===== config.mk =====
export PLATFORM = sky130hd
export DESIGN_NAME = positioning_command_front_end
export DESIGN_NICKNAME = d
export VERILOG_FILES = /design/src/inc/motion_pkg.sv /design/src/rtl/level_sync.sv /design/src/rtl/motion_channel.sv /design/src/rtl/positioning_command_front_end.sv
export SDC_FILE = /design/constraint.sdc
export NUM_CORES = 1
export LEC_CHECK = 0
export ABC_AREA = 1
export BUFFER_PORTS_ARGS = -buffer_cell sky130_fd_sc_hd__buf_4
export CORE_ASPECT_RATIO = 1.4
export CORE_MARGIN = 5
export CORE_UTILIZATION = 28
export DETAILED_ROUTE_END_ITERATION = 10
export SLEW_MARGIN = 30
export SYNTH_ARGS = -nofsm -noshare
export SYNTH_HDL_FRONTEND = slang
export SYNTH_SLANG_ARGS = --single-unit

===== constraint.sdc =====
create_clock -name pclk -period 1.7 [get_ports pclk]
set_input_delay 0.085 -clock pclk [delete_from_list [all_inputs] [get_ports pclk]]
set_output_delay 0.085 -clock pclk [all_outputs]
set_load 0.02 [all_outputs]

===== src/inc/motion_pkg.sv =====
// shared constants and types for the positioning command front end
package motion_pkg;
	localparam int NUM_CH = 2;
	localparam int ADDR_W = 8;
	// register byte offsets
	localparam logic [7:0] OFS_START = 8'h00;
	localparam logic [7:0] OFS_JOG = 8'h04;
	localparam logic [7:0] OFS_CTRL = 8'h08;
	localparam logic [7:0] OFS_STATUS = 8'h0c;
	localparam logic [7:0] OFS_IRQ_STAT = 8'h10;
	localparam logic [7:0] OFS_IRQ_MASK = 8'h14;
	localparam logic [7:0] OFS_RAMP = 8'h18;
	// command field positions and widths
	localparam int F_COND = 0;
	localparam int F_CH = 1;
	localparam int CH_W = 2;
	localparam int F_DIR = 3;
	localparam int F_SPD = 4;
	localparam int F_STEP = 8;
	localparam int STEP_W = 5;
	localparam int F_CODE = 8;
	localparam int CODE_W = 2;
	// status layout, one half-word per channel
	localparam int ST_LANE = 16;
	// operand ranges and codes
	localparam logic [STEP_W-1:0] STEP_AUTO = 5'h00;
	localparam logic [STEP_W-1:0] STEP_FIRST = 5'h01;
	localparam logic [STEP_W-1:0] STEP_MAX = 5'h14;
	localparam logic [CODE_W-1:0] CODE_DECEL = 2'h0;
	localparam logic [CODE_W-1:0] CODE_EMERG = 2'h1;
	localparam logic [CODE_W-1:0] CODE_ERRRST = 2'h2;
	// pulse rates, in accumulator increments per clock
	localparam int RATE_W = 8;
	localparam logic [RATE_W-1:0] POS_RATE = 8'h40;
	localparam logic [RATE_W-1:0] JOG_HI = 8'h80;
	localparam logic [RATE_W-1:0] JOG_LO = 8'h10;
	// timing
	localparam int CLK_NS = 10;
	localparam int STEP_TIME_NS = 10000;
	localparam int STEP_CYCLES = STEP_TIME_NS / CLK_NS;
	localparam int CNT_W = 16;
	localparam logic [CNT_W-1:0] RAMP_RST = 16'h0004;
	// interrupt status bits
	localparam int IRQ_W = 5;
	localparam int IRQ_FAULT = 0;
	localparam int IRQ_DONE = 1;
	localparam int IRQ_ALARM = 3;
	typedef enum logic [1:0] {st_idle, st_pos, st_jog, st_decel} chan_state_t;
endpackage


===== src/rtl/level_sync.sv =====
// two-flop synchroniser for a vector of independent levels
`timescale 1ns/1ns
module level_sync #(
	parameter int W = 2
) (
	// clock and reset
	input wire logic pclk,
	input wire logic presetn,
	input wire logic ce,
	// levels
	input wire logic [W-1:0] d,
	output logic [W-1:0] q
);
	logic [W-1:0] meta_ff;
	always_ff @(posedge pclk or negedge presetn) begin
		if (!presetn) begin
			meta_ff <= '0;
			q <= '0;
		end else if (ce) begin
			meta_ff <= d;
			q <= meta_ff;
		end
	end
endmodule


===== src/rtl/motion_channel.sv =====
// one positioning channel: step run, jog, stops, alarm and pulse output
`timescale 1ns/1ns
module motion_channel (
	// clock and reset
	input wire logic pclk,
	input wire logic presetn,
	input wire logic ce,
	// commands, strobes are one cycle
	input wire logic start_go,
	input wire logic [motion_pkg::STEP_W-1:0] start_step,
	input wire logic jog_on,
	input wire logic jog_fast,
	input wire logic jog_back,
	input wire logic stop_decel,
	input wire logic stop_emerg,
	input wire logic err_reset,
	input wire logic alarm,
	input wire logic [motion_pkg::CNT_W-1:0] ramp_div,
	// state and drive
	output motion_pkg::chan_state_t state_ff,
	output logic [motion_pkg::RATE_W-1:0] rate_ff,
	output logic [motion_pkg::STEP_W-1:0] step_ff,
	output logic dir_ff,
	output logic err_ff,
	output logic inhibit_ff,
	output logic done_ff,
	output logic pulse
);
	import motion_pkg::*;
	chan_state_t nxt_state;
	logic [RATE_W-1:0] nxt_rate;
	logic [STEP_W-1:0] nxt_step;
	logic auto_ff, nxt_auto, nxt_dir, nxt_done;
	logic [CNT_W-1:0] dwell_ff, ramp_ff;
	logic [RATE_W:0] acc_ff;
	wire tick = (ramp_ff == ramp_div);
	wire step_end = (dwell_ff == CNT_W'(STEP_CYCLES - 1));
	wire can_start = (state_ff == st_idle) && !inhibit_ff && !alarm;
	wire active = (state_ff != st_idle);
	assign pulse = acc_ff[RATE_W];

	always_comb begin
		nxt_state = state_ff;
		nxt_rate = rate_ff;
		nxt_step = step_ff;
		nxt_auto = auto_ff;
		nxt_dir = dir_ff;
		nxt_done = 1'b0;
		if (stop_emerg || alarm) begin
			nxt_state = st_idle;
			nxt_rate = '0;
			nxt_done = active;
		end else if (stop_decel && active) begin
			nxt_state = st_decel;
		end else begin
			unique case (state_ff)
				st_idle: begin
					if (can_start && start_go) begin
						nxt_state = st_pos;
						nxt_auto = (start_step == STEP_AUTO);
						nxt_step = nxt_auto ? STEP_FIRST : start_step;
						nxt_rate = POS_RATE;
						nxt_dir = 1'b0;
					end else if (can_start && jog_on) begin
						nxt_state = st_jog;
						nxt_dir = jog_back;
						nxt_rate = jog_fast ? RATE_W'(1) : JOG_LO;
					end
				end
				st_pos: begin
					if (step_end && auto_ff && step_ff < STEP_MAX) begin
						nxt_step = step_ff + STEP_W'(1);
					end else if (step_end) begin
						nxt_state = st_idle;
						nxt_rate = '0;
						nxt_done = 1'b1;
					end
				end
				st_jog: begin
					// direction is held from jog start on
					if (!jog_on && jog_fast) begin
						nxt_state = st_decel;
					end else if (!jog_on) begin
						nxt_state = st_idle;
						nxt_rate = '0;
						nxt_done = 1'b1;
					end else if (!jog_fast) begin
						nxt_rate = JOG_LO;
					end else if (tick && rate_ff < JOG_HI) begin
						nxt_rate = rate_ff + RATE_W'(1);
					end
				end
				st_decel: begin
					if (tick && rate_ff <= RATE_W'(1)) begin
						nxt_state = st_idle;
						nxt_rate = '0;
						nxt_done = 1'b1;
					end else if (tick) begin
						nxt_rate = rate_ff - RATE_W'(1);
					end
				end
			endcase
		end
	end

	always_ff @(posedge pclk or negedge presetn) begin
		if (!presetn) begin
			state_ff <= st_idle;
			rate_ff <= '0;
			step_ff <= '0;
			auto_ff <= 1'b0;
			dir_ff <= 1'b0;
			done_ff <= 1'b0;
			dwell_ff <= '0;
			ramp_ff <= '0;
			acc_ff <= '0;
			err_ff <= 1'b0;
			inhibit_ff <= 1'b0;
		end else if (ce) begin
			state_ff <= nxt_state;
			rate_ff <= nxt_rate;
			step_ff <= nxt_step;
			auto_ff <= nxt_auto;
			dir_ff <= nxt_dir;
			done_ff <= nxt_done;
			dwell_ff <= (state_ff != st_pos || step_end) ? '0 :
				dwell_ff + CNT_W'(1);
			ramp_ff <= tick ? '0 : ramp_ff + CNT_W'(1);
			acc_ff <= {1'b0, acc_ff[RATE_W-1:0]} + {1'b0, rate_ff};
			// a new alarm wins over a reset in the same cycle
			err_ff <= alarm | (err_ff & ~err_reset);
			inhibit_ff <= alarm | (inhibit_ff & ~err_reset);
		end
	end
endmodule


===== src/rtl/positioning_command_front_end.sv =====
// apb command front end for a two-channel pulse positioning engine
`timescale 1ns/1ns
module positioning_command_front_end (
	// clock, reset and freeze
	input wire logic pclk,
	input wire logic presetn,
	input wire logic ce,
	// apb slave
	input wire logic psel,
	input wire logic penable,
	input wire logic pwrite,
	input wire logic [motion_pkg::ADDR_W-1:0] paddr,
	input wire logic [31:0] pwdata,
	output logic [31:0] prdata,
	output logic pready,
	output logic pslverr,
	// drive side, one bit per channel
	input wire logic [motion_pkg::NUM_CH-1:0] drive_alarm,
	output logic [motion_pkg::NUM_CH-1:0] pulse_out,
	output logic [motion_pkg::NUM_CH-1:0] dir_out,
	output logic [motion_pkg::NUM_CH-1:0] inhibit_out,
	// interrupt
	output logic irq
);
	import motion_pkg::*;

	// software-held command words and configuration
	logic [31:0] start_reg_ff, jog_reg_ff, ctrl_reg_ff;
	logic [CNT_W-1:0] ramp_ff;
	logic [IRQ_W-1:0] irq_stat_ff, irq_mask_ff, nxt_irq_stat;
	logic start_prev_ff, jog_prev_ff, ctrl_prev_ff;
	logic jog_run_ff;
	logic [CH_W-1:0] jog_ch_ff;
	logic [31:0] nxt_prdata;

	// apb decode
	wire access = psel && penable;
	wire done_xfer = access && pready;
	wire wr = done_xfer && pwrite;
	wire hit_start = (paddr == OFS_START);
	wire hit_jog = (paddr == OFS_JOG);
	wire hit_ctrl = (paddr == OFS_CTRL);
	wire hit_status = (paddr == OFS_STATUS);
	wire hit_istat = (paddr == OFS_IRQ_STAT);
	wire hit_imask = (paddr == OFS_IRQ_MASK);
	wire hit_ramp = (paddr == OFS_RAMP);
	wire mapped = hit_start | hit_jog | hit_ctrl | hit_status | hit_istat |
		hit_imask | hit_ramp;

	// command fields
	wire start_cond = start_reg_ff[F_COND];
	wire [CH_W-1:0] start_ch = start_reg_ff[F_CH +: CH_W];
	wire [STEP_W-1:0] start_step = start_reg_ff[F_STEP +: STEP_W];
	wire jog_cond = jog_reg_ff[F_COND];
	wire [CH_W-1:0] jog_ch = jog_reg_ff[F_CH +: CH_W];
	wire jog_back = jog_reg_ff[F_DIR];
	wire jog_fast = jog_reg_ff[F_SPD];
	wire ctrl_cond = ctrl_reg_ff[F_COND];
	wire [CH_W-1:0] ctrl_ch = ctrl_reg_ff[F_CH +: CH_W];
	wire [CODE_W-1:0] ctrl_code = ctrl_reg_ff[F_CODE +: CODE_W];

	// edges of the input conditions
	wire start_rise = start_cond && !start_prev_ff;
	wire jog_rise = jog_cond && !jog_prev_ff;
	wire ctrl_rise = ctrl_cond && !ctrl_prev_ff;

	// operand range checks
	wire start_ok = (start_ch < CH_W'(NUM_CH)) &&
		(start_step <= STEP_MAX);
	wire jog_ok = (jog_ch < CH_W'(NUM_CH));
	wire ctrl_ok = (ctrl_ch < CH_W'(NUM_CH)) &&
		(ctrl_code <= CODE_ERRRST);
	wire fault = ce && ((start_rise && !start_ok) ||
		(jog_rise && !jog_ok) || (ctrl_rise && !ctrl_ok));

	// per-channel wiring
	logic [NUM_CH-1:0] start_go, jog_on, stop_decel, stop_emerg, err_reset;
	logic [NUM_CH-1:0] alarm_sync, ch_err, ch_inh, ch_done, ch_pulse, ch_dir;
	logic [RATE_W-1:0] ch_rate [NUM_CH];
	logic [STEP_W-1:0] ch_step [NUM_CH];
	chan_state_t ch_state [NUM_CH];
	logic [31:0] status_word;

	// alarm pins come from the drive, outside our clock
	level_sync #(
		.W(NUM_CH)
	) u_alarm_sync (
		.pclk(pclk),
		.presetn(presetn),
		.ce(ce),
		.d(drive_alarm),
		.q(alarm_sync)
	);

	genvar gi;
	generate
		for (gi = 0; gi < NUM_CH; gi++) begin : g_ch
			wire sel_start = (start_ch == CH_W'(gi));
			wire sel_ctrl = (ctrl_ch == CH_W'(gi));
			wire ctrl_go = ce && ctrl_rise && ctrl_ok && sel_ctrl;
			assign start_go[gi] = ce && start_rise && start_ok &&
				sel_start;
			// jog stays on only while its condition is held
			assign jog_on[gi] = jog_run_ff && jog_cond &&
				(jog_ch_ff == CH_W'(gi));
			assign stop_decel[gi] = ctrl_go &&
				(ctrl_code == CODE_DECEL);
			assign stop_emerg[gi] = ctrl_go &&
				(ctrl_code == CODE_EMERG);
			assign err_reset[gi] = ctrl_go &&
				(ctrl_code == CODE_ERRRST);

			motion_channel u_ch (
				.pclk(pclk),
				.presetn(presetn),
				.ce(ce),
				.start_go(start_go[gi]),
				.start_step(start_step),
				.jog_on(jog_on[gi]),
				.jog_fast(jog_fast),
				.jog_back(jog_back),
				.stop_decel(stop_decel[gi]),
				.stop_emerg(stop_emerg[gi]),
				.err_reset(err_reset[gi]),
				.alarm(alarm_sync[gi]),
				.ramp_div(ramp_ff),
				.state_ff(ch_state[gi]),
				.rate_ff(ch_rate[gi]),
				.step_ff(ch_step[gi]),
				.dir_ff(ch_dir[gi]),
				.err_ff(ch_err[gi]),
				.inhibit_ff(ch_inh[gi]),
				.done_ff(ch_done[gi]),
				.pulse(ch_pulse[gi])
			);

			assign status_word[gi*ST_LANE +: ST_LANE] = {6'h00,
				ch_dir[gi], ch_inh[gi], ch_err[gi], ch_state[gi],
				ch_step[gi]};
			assign pulse_out[gi] = ch_pulse[gi];
			assign dir_out[gi] = ch_dir[gi];
			assign inhibit_out[gi] = ch_inh[gi];
		end
	endgenerate

	// events: fault, channel finished, alarm raised
	wire [IRQ_W-1:0] irq_events = {alarm_sync & ~ch_err, ch_done, fault};
	wire [IRQ_W-1:0] irq_clear = (wr && hit_istat) ?
		pwdata[IRQ_W-1:0] : '0;
	// set beats clear in the same cycle
	assign nxt_irq_stat = (irq_stat_ff & ~irq_clear) | irq_events;

	// read mux, registered while the access phase waits one cycle
	always_comb begin
		nxt_prdata = 32'h0000_0000;
		if (hit_start) begin
			nxt_prdata = start_reg_ff;
		end else if (hit_jog) begin
			nxt_prdata = jog_reg_ff;
		end else if (hit_ctrl) begin
			nxt_prdata = ctrl_reg_ff;
		end else if (hit_status) begin
			nxt_prdata = status_word;
		end else if (hit_istat) begin
			nxt_prdata = {{(32-IRQ_W){1'b0}}, irq_stat_ff};
		end else if (hit_imask) begin
			nxt_prdata = {{(32-IRQ_W){1'b0}}, irq_mask_ff};
		end else if (hit_ramp) begin
			nxt_prdata = {{(32-CNT_W){1'b0}}, ramp_ff};
		end
	end

	// bus handshake: one wait state so prdata comes from a flop
	always_ff @(posedge pclk or negedge presetn) begin
		if (!presetn) begin
			pready <= 1'b0;
			pslverr <= 1'b0;
			prdata <= 32'h0000_0000;
		end else if (ce) begin
			pready <= access && !pready;
			pslverr <= access && !pready && !mapped;
			if (access && !pready && !pwrite) begin
				prdata <= nxt_prdata;
			end
		end
	end

	// software registers
	always_ff @(posedge pclk or negedge presetn) begin
		if (!presetn) begin
			start_reg_ff <= 32'h0000_0000;
			jog_reg_ff <= 32'h0000_0000;
			ctrl_reg_ff <= 32'h0000_0000;
			ramp_ff <= RAMP_RST;
			irq_mask_ff <= '0;
		end else if (ce && wr) begin
			if (hit_start) start_reg_ff <= pwdata;
			if (hit_jog) jog_reg_ff <= pwdata;
			if (hit_ctrl) ctrl_reg_ff <= pwdata;
			if (hit_ramp) ramp_ff <= pwdata[CNT_W-1:0];
			if (hit_imask) irq_mask_ff <= pwdata[IRQ_W-1:0];
		end
	end

	// condition history, jog ownership, interrupt
	always_ff @(posedge pclk or negedge presetn) begin
		if (!presetn) begin
			start_prev_ff <= 1'b0;
			jog_prev_ff <= 1'b0;
			ctrl_prev_ff <= 1'b0;
			jog_run_ff <= 1'b0;
			jog_ch_ff <= '0;
			irq_stat_ff <= '0;
			irq <= 1'b0;
		end else if (ce) begin
			start_prev_ff <= start_cond;
			jog_prev_ff <= jog_cond;
			ctrl_prev_ff <= ctrl_cond;
			// channel is latched at the edge so a later rewrite cannot move it
			if (jog_rise && jog_ok) begin
				jog_run_ff <= 1'b1;
				jog_ch_ff <= jog_ch;
			end else if (!jog_cond) begin
				jog_run_ff <= 1'b0;
			end
			irq_stat_ff <= nxt_irq_stat;
			irq <= |(nxt_irq_stat & irq_mask_ff);
		end
	end

	// checks
	a_fault_on_bad: assert property (@(posedge pclk)
		disable iff (!presetn)
		(ce && start_rise && !start_ok) |=> irq_stat_ff[IRQ_FAULT])
		else $error("bad start operand did not raise the fault flag");

	a_no_restart: assert property (@(posedge pclk)
		disable iff (!presetn)
		(start_cond && start_prev_ff) |-> (start_go == '0))
		else $error("held start condition started again");

	a_bad_dropped: assert property (@(posedge pclk)
		disable iff (!presetn)
		((start_rise && !start_ok) || (ctrl_rise && !ctrl_ok)) |->
		(start_go == '0 && stop_decel == '0 && stop_emerg == '0 &&
		err_reset == '0))
		else $error("rejected command reached a channel");

	a_ctrl_once: assert property (@(posedge pclk)
		disable iff (!presetn)
		(ce && (stop_decel | stop_emerg | err_reset) != '0) |=>
		((stop_decel | stop_emerg | err_reset) == '0))
		else $error("control command acted twice");

	a_range_two: assert property (@(posedge pclk)
		disable iff (!presetn)
		(ce && ctrl_rise && ctrl_ch >= CH_W'(NUM_CH)) |=>
		irq_stat_ff[IRQ_FAULT])
		else $error("channel number out of range was accepted");

	a_start_step: assert property (@(posedge pclk)
		disable iff (!presetn)
		(ce && start_go[0] && ch_state[0] == st_idle && !ch_inh[0] &&
		!alarm_sync[0] && stop_emerg[0] == 1'b0 && stop_decel[0] == 1'b0
		&& start_step != STEP_AUTO) |=>
		(ch_state[0] == st_pos && ch_step[0] == $past(start_step)))
		else $error("start did not begin at the given step");

	a_step_bound: assert property (@(posedge pclk)
		disable iff (!presetn)
		(ch_state[0] == st_pos) |-> (ch_step[0] >= STEP_FIRST &&
		ch_step[0] <= STEP_MAX))
		else $error("positioning step outside 1 to 20");

	a_emerg_halt: assert property (@(posedge pclk)
		disable iff (!presetn)
		(ce && stop_emerg[1]) |=>
		(ch_rate[1] == '0 && ch_state[1] == st_idle))
		else $error("emergency stop did not halt at once");

	a_decel_ramp: assert property (@(posedge pclk)
		disable iff (!presetn)
		(ce && stop_decel[0] && ch_state[0] != st_idle &&
		!stop_emerg[0] && !alarm_sync[0]) |=>
		(ch_state[0] == st_decel && ch_rate[0] == $past(ch_rate[0])))
		else $error("deceleration stop skipped its ramp");

	a_dir_held: assert property (@(posedge pclk)
		disable iff (!presetn)
		(ch_state[1] == st_jog && $past(ch_state[1]) == st_jog) |->
		$stable(ch_dir[1]))
		else $error("jog direction changed while jogging");

	a_low_flat: assert property (@(posedge pclk)
		disable iff (!presetn)
		(ce && ch_state[0] == st_jog && jog_on[0] && !jog_fast &&
		!stop_emerg[0] && !stop_decel[0] && !alarm_sync[0]) |=>
		(ch_rate[0] == JOG_LO))
		else $error("slow jog not at its constant rate");

	a_err_clear: assert property (@(posedge pclk)
		disable iff (!presetn)
		(ce && err_reset[1] && !alarm_sync[1]) |=>
		(!ch_err[1] && !inhibit_out[1]))
		else $error("error reset left error or inhibit set");

	a_jog_end: assert property (@(posedge pclk)
		disable iff (!presetn)
		(ce && ch_state[1] == st_jog && !jog_on[1] && !jog_fast &&
		!stop_decel[1]) |=> (ch_state[1] == st_idle && ch_rate[1] == '0))
		else $error("slow jog did not stop when released");

	a_jog_start: assert property (@(posedge pclk)
		disable iff (!presetn)
		(ce && jog_on[0] && !start_go[0] && ch_state[0] == st_idle &&
		!ch_inh[0] && !alarm_sync[0] && !stop_emerg[0]) |=>
		(ch_state[0] == st_jog))
		else $error("held jog condition did not start the jog");

	a_jog_dir: assert property (@(posedge pclk)
		disable iff (!presetn)
		(ch_state[0] == st_jog && $past(ch_state[0]) == st_idle) |->
		(ch_dir[0] == $past(jog_back)))
		else $error("jog started in the wrong direction");

	a_fast_ramp: assert property (@(posedge pclk)
		disable iff (!presetn)
		(ce && ch_state[0] == st_jog && jog_on[0] && jog_fast &&
		!stop_emerg[0] && !stop_decel[0] && !alarm_sync[0]) |=>
		(ch_rate[0] == $past(ch_rate[0]) ||
		ch_rate[0] == $past(ch_rate[0]) + RATE_W'(1)))
		else $error("fast jog rate jumped instead of ramping");

	a_fast_release: assert property (@(posedge pclk)
		disable iff (!presetn)
		(ce && ch_state[0] == st_jog && !jog_on[0] && jog_fast &&
		!stop_emerg[0] && !alarm_sync[0]) |=> (ch_state[0] == st_decel))
		else $error("released fast jog skipped its slowdown");

	a_jog_fault: assert property (@(posedge pclk)
		disable iff (!presetn)
		(ce && jog_rise && !jog_ok) |=>
		(irq_stat_ff[IRQ_FAULT] && !jog_run_ff))
		else $error("bad jog operand was not rejected");
endmodule


==> summary.log <==
[die] die width 209 µm
[worst_setup_path] crit path DAT 2370 ps
[placed_design] global placer's final weighted congestion 0.956
[placed_design] worst setup slack after placement -255 ps
[synthesis] count of warnings emitted by yosys 0
[die] row count 102
[sta] Setup TNS Final -3960 ps
[die] vertical die dimension 289 µm
[worst_setup_path] kind of end point of the critical path flop
[min_path] worst-case hold path end point pready
[drt] Post-DRT Antenna Nets 0
[worst_setup_path] r2r worst-path depth 14
[worst_setup_path] register-to-register setup slack -200 ps
[min_path] hold crit path type input port to flop
[pwr] clock network power share 35.3%
[worst_setup_path] crit path kind flop to flop
[drt] Routed Wire Length 51000 µm
[cts] clock tree root driver cell sky130_fd_sc_hd__clkbuf_16
[cells_and_area] Net count, final 2548
[sta] Worst Skew 17.4 ps
[worst_setup_path] startpoint kind of the worst setup timing path flop
[die] die area 0.0604 mm²
[die] Floorplan Core Area 0.0551 mm²
[sta] Worst Hold Slack 33.6 ps
[worst_setup_path] Reg2Reg Capture Point g_ch[1].u_ch.acc_ff[6]
[worst_setup_path] CP max FO 4
[cts] maximum clock path buffer count 3
[synthesis] main flop type after synthesis sky130_fd_sc_hd__dfrtp_1
[synthesis] register area share after synthesis 46.5%
[placed_design] detailed placement HPWL 36300 µm
[global_route] initial antenna violation count 0
[sta] Final WS setup -199 ps
[run] maxcap violations 0
[synthesis] netlist area before placement 0.0155 mm²
[pwr] power density relative to cell area 929 mW/mm²
[synthesis] Mapped Avg Cell Area 7.65 µm²
[cts] CTS tree yes
[sta] minimum period implied by the final worst setup slack 1900 ps
[global_route] global-route wire length before repair 80600 µm
[die] effective utilization at floorplan 28.2%
[die] number of I/O pins 89
[drt] average routed wire per standard cell 15.8 µm
[sta] RSZ-0062 raised after global routing true
[cts] clock net sink count 289
[cells_and_area] finished layout cell area 0.0223 mm²
[pwr] Total Power 20.7 mW
[cells_and_area] combined area of the multi-input logic cells 0.00814 mm²
[status] outcome finished, violations left
[worst_setup_path] RR Startpoint g_ch[1].u_ch.rate_ff[0]
[synthesis] number of enable flip-flop cells after synthesis 0
[pwr] sw frac 31.6%
[drt] vias per cell 4.71
[synthesis] leading area contributor after synthesis sky130_fd_sc_hd__dfrtp_1
[synthesis] cell count after synthesis 2032
[sta] highest achievable clock rate 527 MHz
[min_path] WHS Path Cells 4
[drt] drt initial violations 899
[sta] worst slew slack as a fraction of its limit 71.3%
[cells_and_area] share of cells above drive strength 1 30.2%
[min_path] startpoint of the worst hold path penable
[cells_and_area] number of inserted filler cells in the final layout 5508
[pwr] VDD IR-drop max 0.723 mV
[synthesis] Netlist cell types 56
[synthesis] Async S/R FF share, synth 100%
[global_route] vias in the first global route 15.1k
[cts] H-Tree Depth 1
[cts] Clk pin slew, worst setup/hold paths 60 ps
[cells_and_area] non-filler instance count after layout 3223
[cts] clock buffer count from CTS 31
[status] failing checks negative setup slack
[synthesis] number of synthesized register bits 289
[placed_design] port bufs 88
[worst_setup_path] data required time at the worst endpoint 2170 ps
[pwr] leakage power 10.8 nW
[sta] Final Max Slew Viols 0
[drt] total vias in the final route 15.2k
[synthesis] top post-synthesis cells by area sky130_fd_sc_hd__dfrtp_1, sky130_fd_sc_hd__nand2_1, sky130_fd_sc_hd__o21ai_0, sky130_fd_sc_hd__inv_1, sky130_fd_sc_hd__nand3_1
[cells_and_area] Seq. cell area 0.00724 mm²
[pwr] internal power 14.2 mW
[sta] number of hold violations in the final report 0
[sta] pin slew with the least headroom to its limit 430 ps
[global_route] total routing usage reported by global routing 16.2%
[cells_and_area] Synth-to-Final Area Change 43.7%
[drt] detailed-router iteration count before antenna repair 7
[sta] final-report setup violation count 41
[synthesis] share of Yosys cell area claimed by the top area cell type 46.4%
[cells_and_area] final core utilization 40.5%
[pwr] Psw 6.56 mW
[drt] Post-route DRC 0
[placed_design] instance count after placement with tap cells included 3073
[global_route] total gr overflow 0
[pwr] fraction of power consumed by sequential logic 38.3%
[cells_and_area] antenna diode instance count 0
[sta] ratio of final minimum period to clock period 112%
[pwr] proportion of power drawn by combinational gates 26.4%
[global_route] maximum number of pins on one net before global-route repair 70
[synthesis] Syn Nets 2110
[cts] clk_lat worst skew 590 ps
[placed_design] instance area after placement 0.0193 mm²
cells in the mapped netlist, drive strengths merged, types with 3 or more instances:
cell type	instances
nand3b	6
o21ai	207
xnor2	6
nand2	582
a21oi	98
ha	28
nor2	191
a221oi	15
buf	18
nand3	142
nand4	27
inv	241
clkbuf	45
nor4	7
or2	6
xor2	44
dfrtp	288
o22ai	4
a211oi	3
a31oi	10
nor3	32
o211ai	7
o21a	3
and3	3
final cells by class:
cell class / instances / share of cell area (%)
Tap cell: 728 / 4.08
Multi-Input combinational cell: 1439 / 36.5
Sequential cell: 289 / 32.4
Clock buffer: 41 / 4.00
Inverter: 243 / 4.13
Clock inverter: 17 / 0.941
Timing Repair Buffer: 466 / 17.9
worst max-delay path, cell delays in order (launching register included):
cell	delay [ps]
sky130_fd_sc_hd__dfrtp_2	430
sky130_fd_sc_hd__ha_4	160
sky130_fd_sc_hd__inv_2	40
sky130_fd_sc_hd__fa_2	320
sky130_fd_sc_hd__inv_2	70
sky130_fd_sc_hd__nand2_2	50
sky130_fd_sc_hd__nand2_1	50
sky130_fd_sc_hd__nand2_1	50
sky130_fd_sc_hd__nand2_1	100
sky130_fd_sc_hd__nand2_1	80
sky130_fd_sc_hd__nand2_1	80
sky130_fd_sc_hd__a21oi_2	60
sky130_fd_sc_hd__nor2_1	120
sky130_fd_sc_hd__nand3b_1	130
sky130_fd_sc_hd__nand2_1	60
registers in the layout (all words and copies together) (netlist names), 4 cells and up:
signal / count
ctrl_reg_ff: 32
g_ch.u_ch.dwell_ff: 32
g_ch.u_ch.ramp_ff: 32
jog_reg_ff: 32
prdata: 32
start_reg_ff: 32
g_ch.u_ch.acc_ff: 18
g_ch.u_ch.rate_ff: 16
ramp_ff: 16
g_ch.u_ch.step_ff: 10
irq_mask_ff: 5
irq_stat_ff: 5
g_ch.u_ch.state_ff: 4
cells by family (layout without fill, tap and decap cells):
logic type	after synthesis	after routing	synth area share [%]
mux	1	1	0.0725
flops	289	289	46.5
buf+inv	306	767	7.75
xor+xnor	50	50	2.82
fa+ha+maj	30	30	2.51
compound gates	360	360	12.8
simple gates	996	998	27.5
metal layers:
layer / vias to the layer above / GRT usage (%) / routed length, µm
met2: 347 / 28.8 / 25600
met1: 7268 / 20.8 / 21600
met5: - / 0 / 0
li1: 7479 / - / -
met4: 0 / 5.55 / 1810
met3: 92 / 1.43 / 1960
cell usage in the layout (no fill, tap or decap), types with 47 or more instances in the layout:
cell	synthesis	final
sky130_fd_sc_hd__a21oi_1	97	87
sky130_fd_sc_hd__nand2_1	562	507
sky130_fd_sc_hd__buf_4	6	371
sky130_fd_sc_hd__o21ai_0	199	183
sky130_fd_sc_hd__nand2_2	18	62
sky130_fd_sc_hd__inv_1	232	206
sky130_fd_sc_hd__dlygate4sd3_1	0	47
sky130_fd_sc_hd__dfrtp_1	288	282
sky130_fd_sc_hd__nor2_1	182	130
sky130_fd_sc_hd__nand3_1	137	108
worst max path at each step:
stage	startpoint	end	slack (ps)	cells after the start
after detailed placement	start_reg_ff[11]	g_ch[0].u_ch.rate_ff[2]	-260	12
after global routing	g_ch[1].u_ch.rate_ff[0]	g_ch[1].u_ch.acc_ff[6]	-300	14
after floorplan	g_ch[0].u_ch.rate_ff[0]	g_ch[0].u_ch.acc_ff[8]	-70	14
final	g_ch[1].u_ch.rate_ff[0]	g_ch[1].u_ch.acc_ff[6]	-200	14
after CTS	g_ch[0].u_ch.rate_ff[0]	g_ch[0].u_ch.acc_ff[6]	-160	14
after global placement	g_ch[1].u_ch.rate_ff[1]	g_ch[1].u_ch.rate_ff[1]	-230	10
repair_timing:
item,CTS,global route
gates cloned,2,1
setup buffers,21,24
hold buffers,48,0
pin swaps,33,84
endpoints found under the hold margin,418,0
endpoints found under the setup margin,74,144
resized for setup,104,184
power by group through the flow:
stage / combinational (mW) / sequential, mW / clock [mW]
finish: 5.49 / 7.94 / 7.32
global route: 6.06 / 8.01 / 7.77
CTS: 5.18 / 7.92 / 7.53
detailed placement: 4.73 / 8.04 / 0
global placement: 4.70 / 8.03 / 0
floorplan: 2.43 / 8.14 / 0
Note: power is estimated with default switching activity, not from simulation.
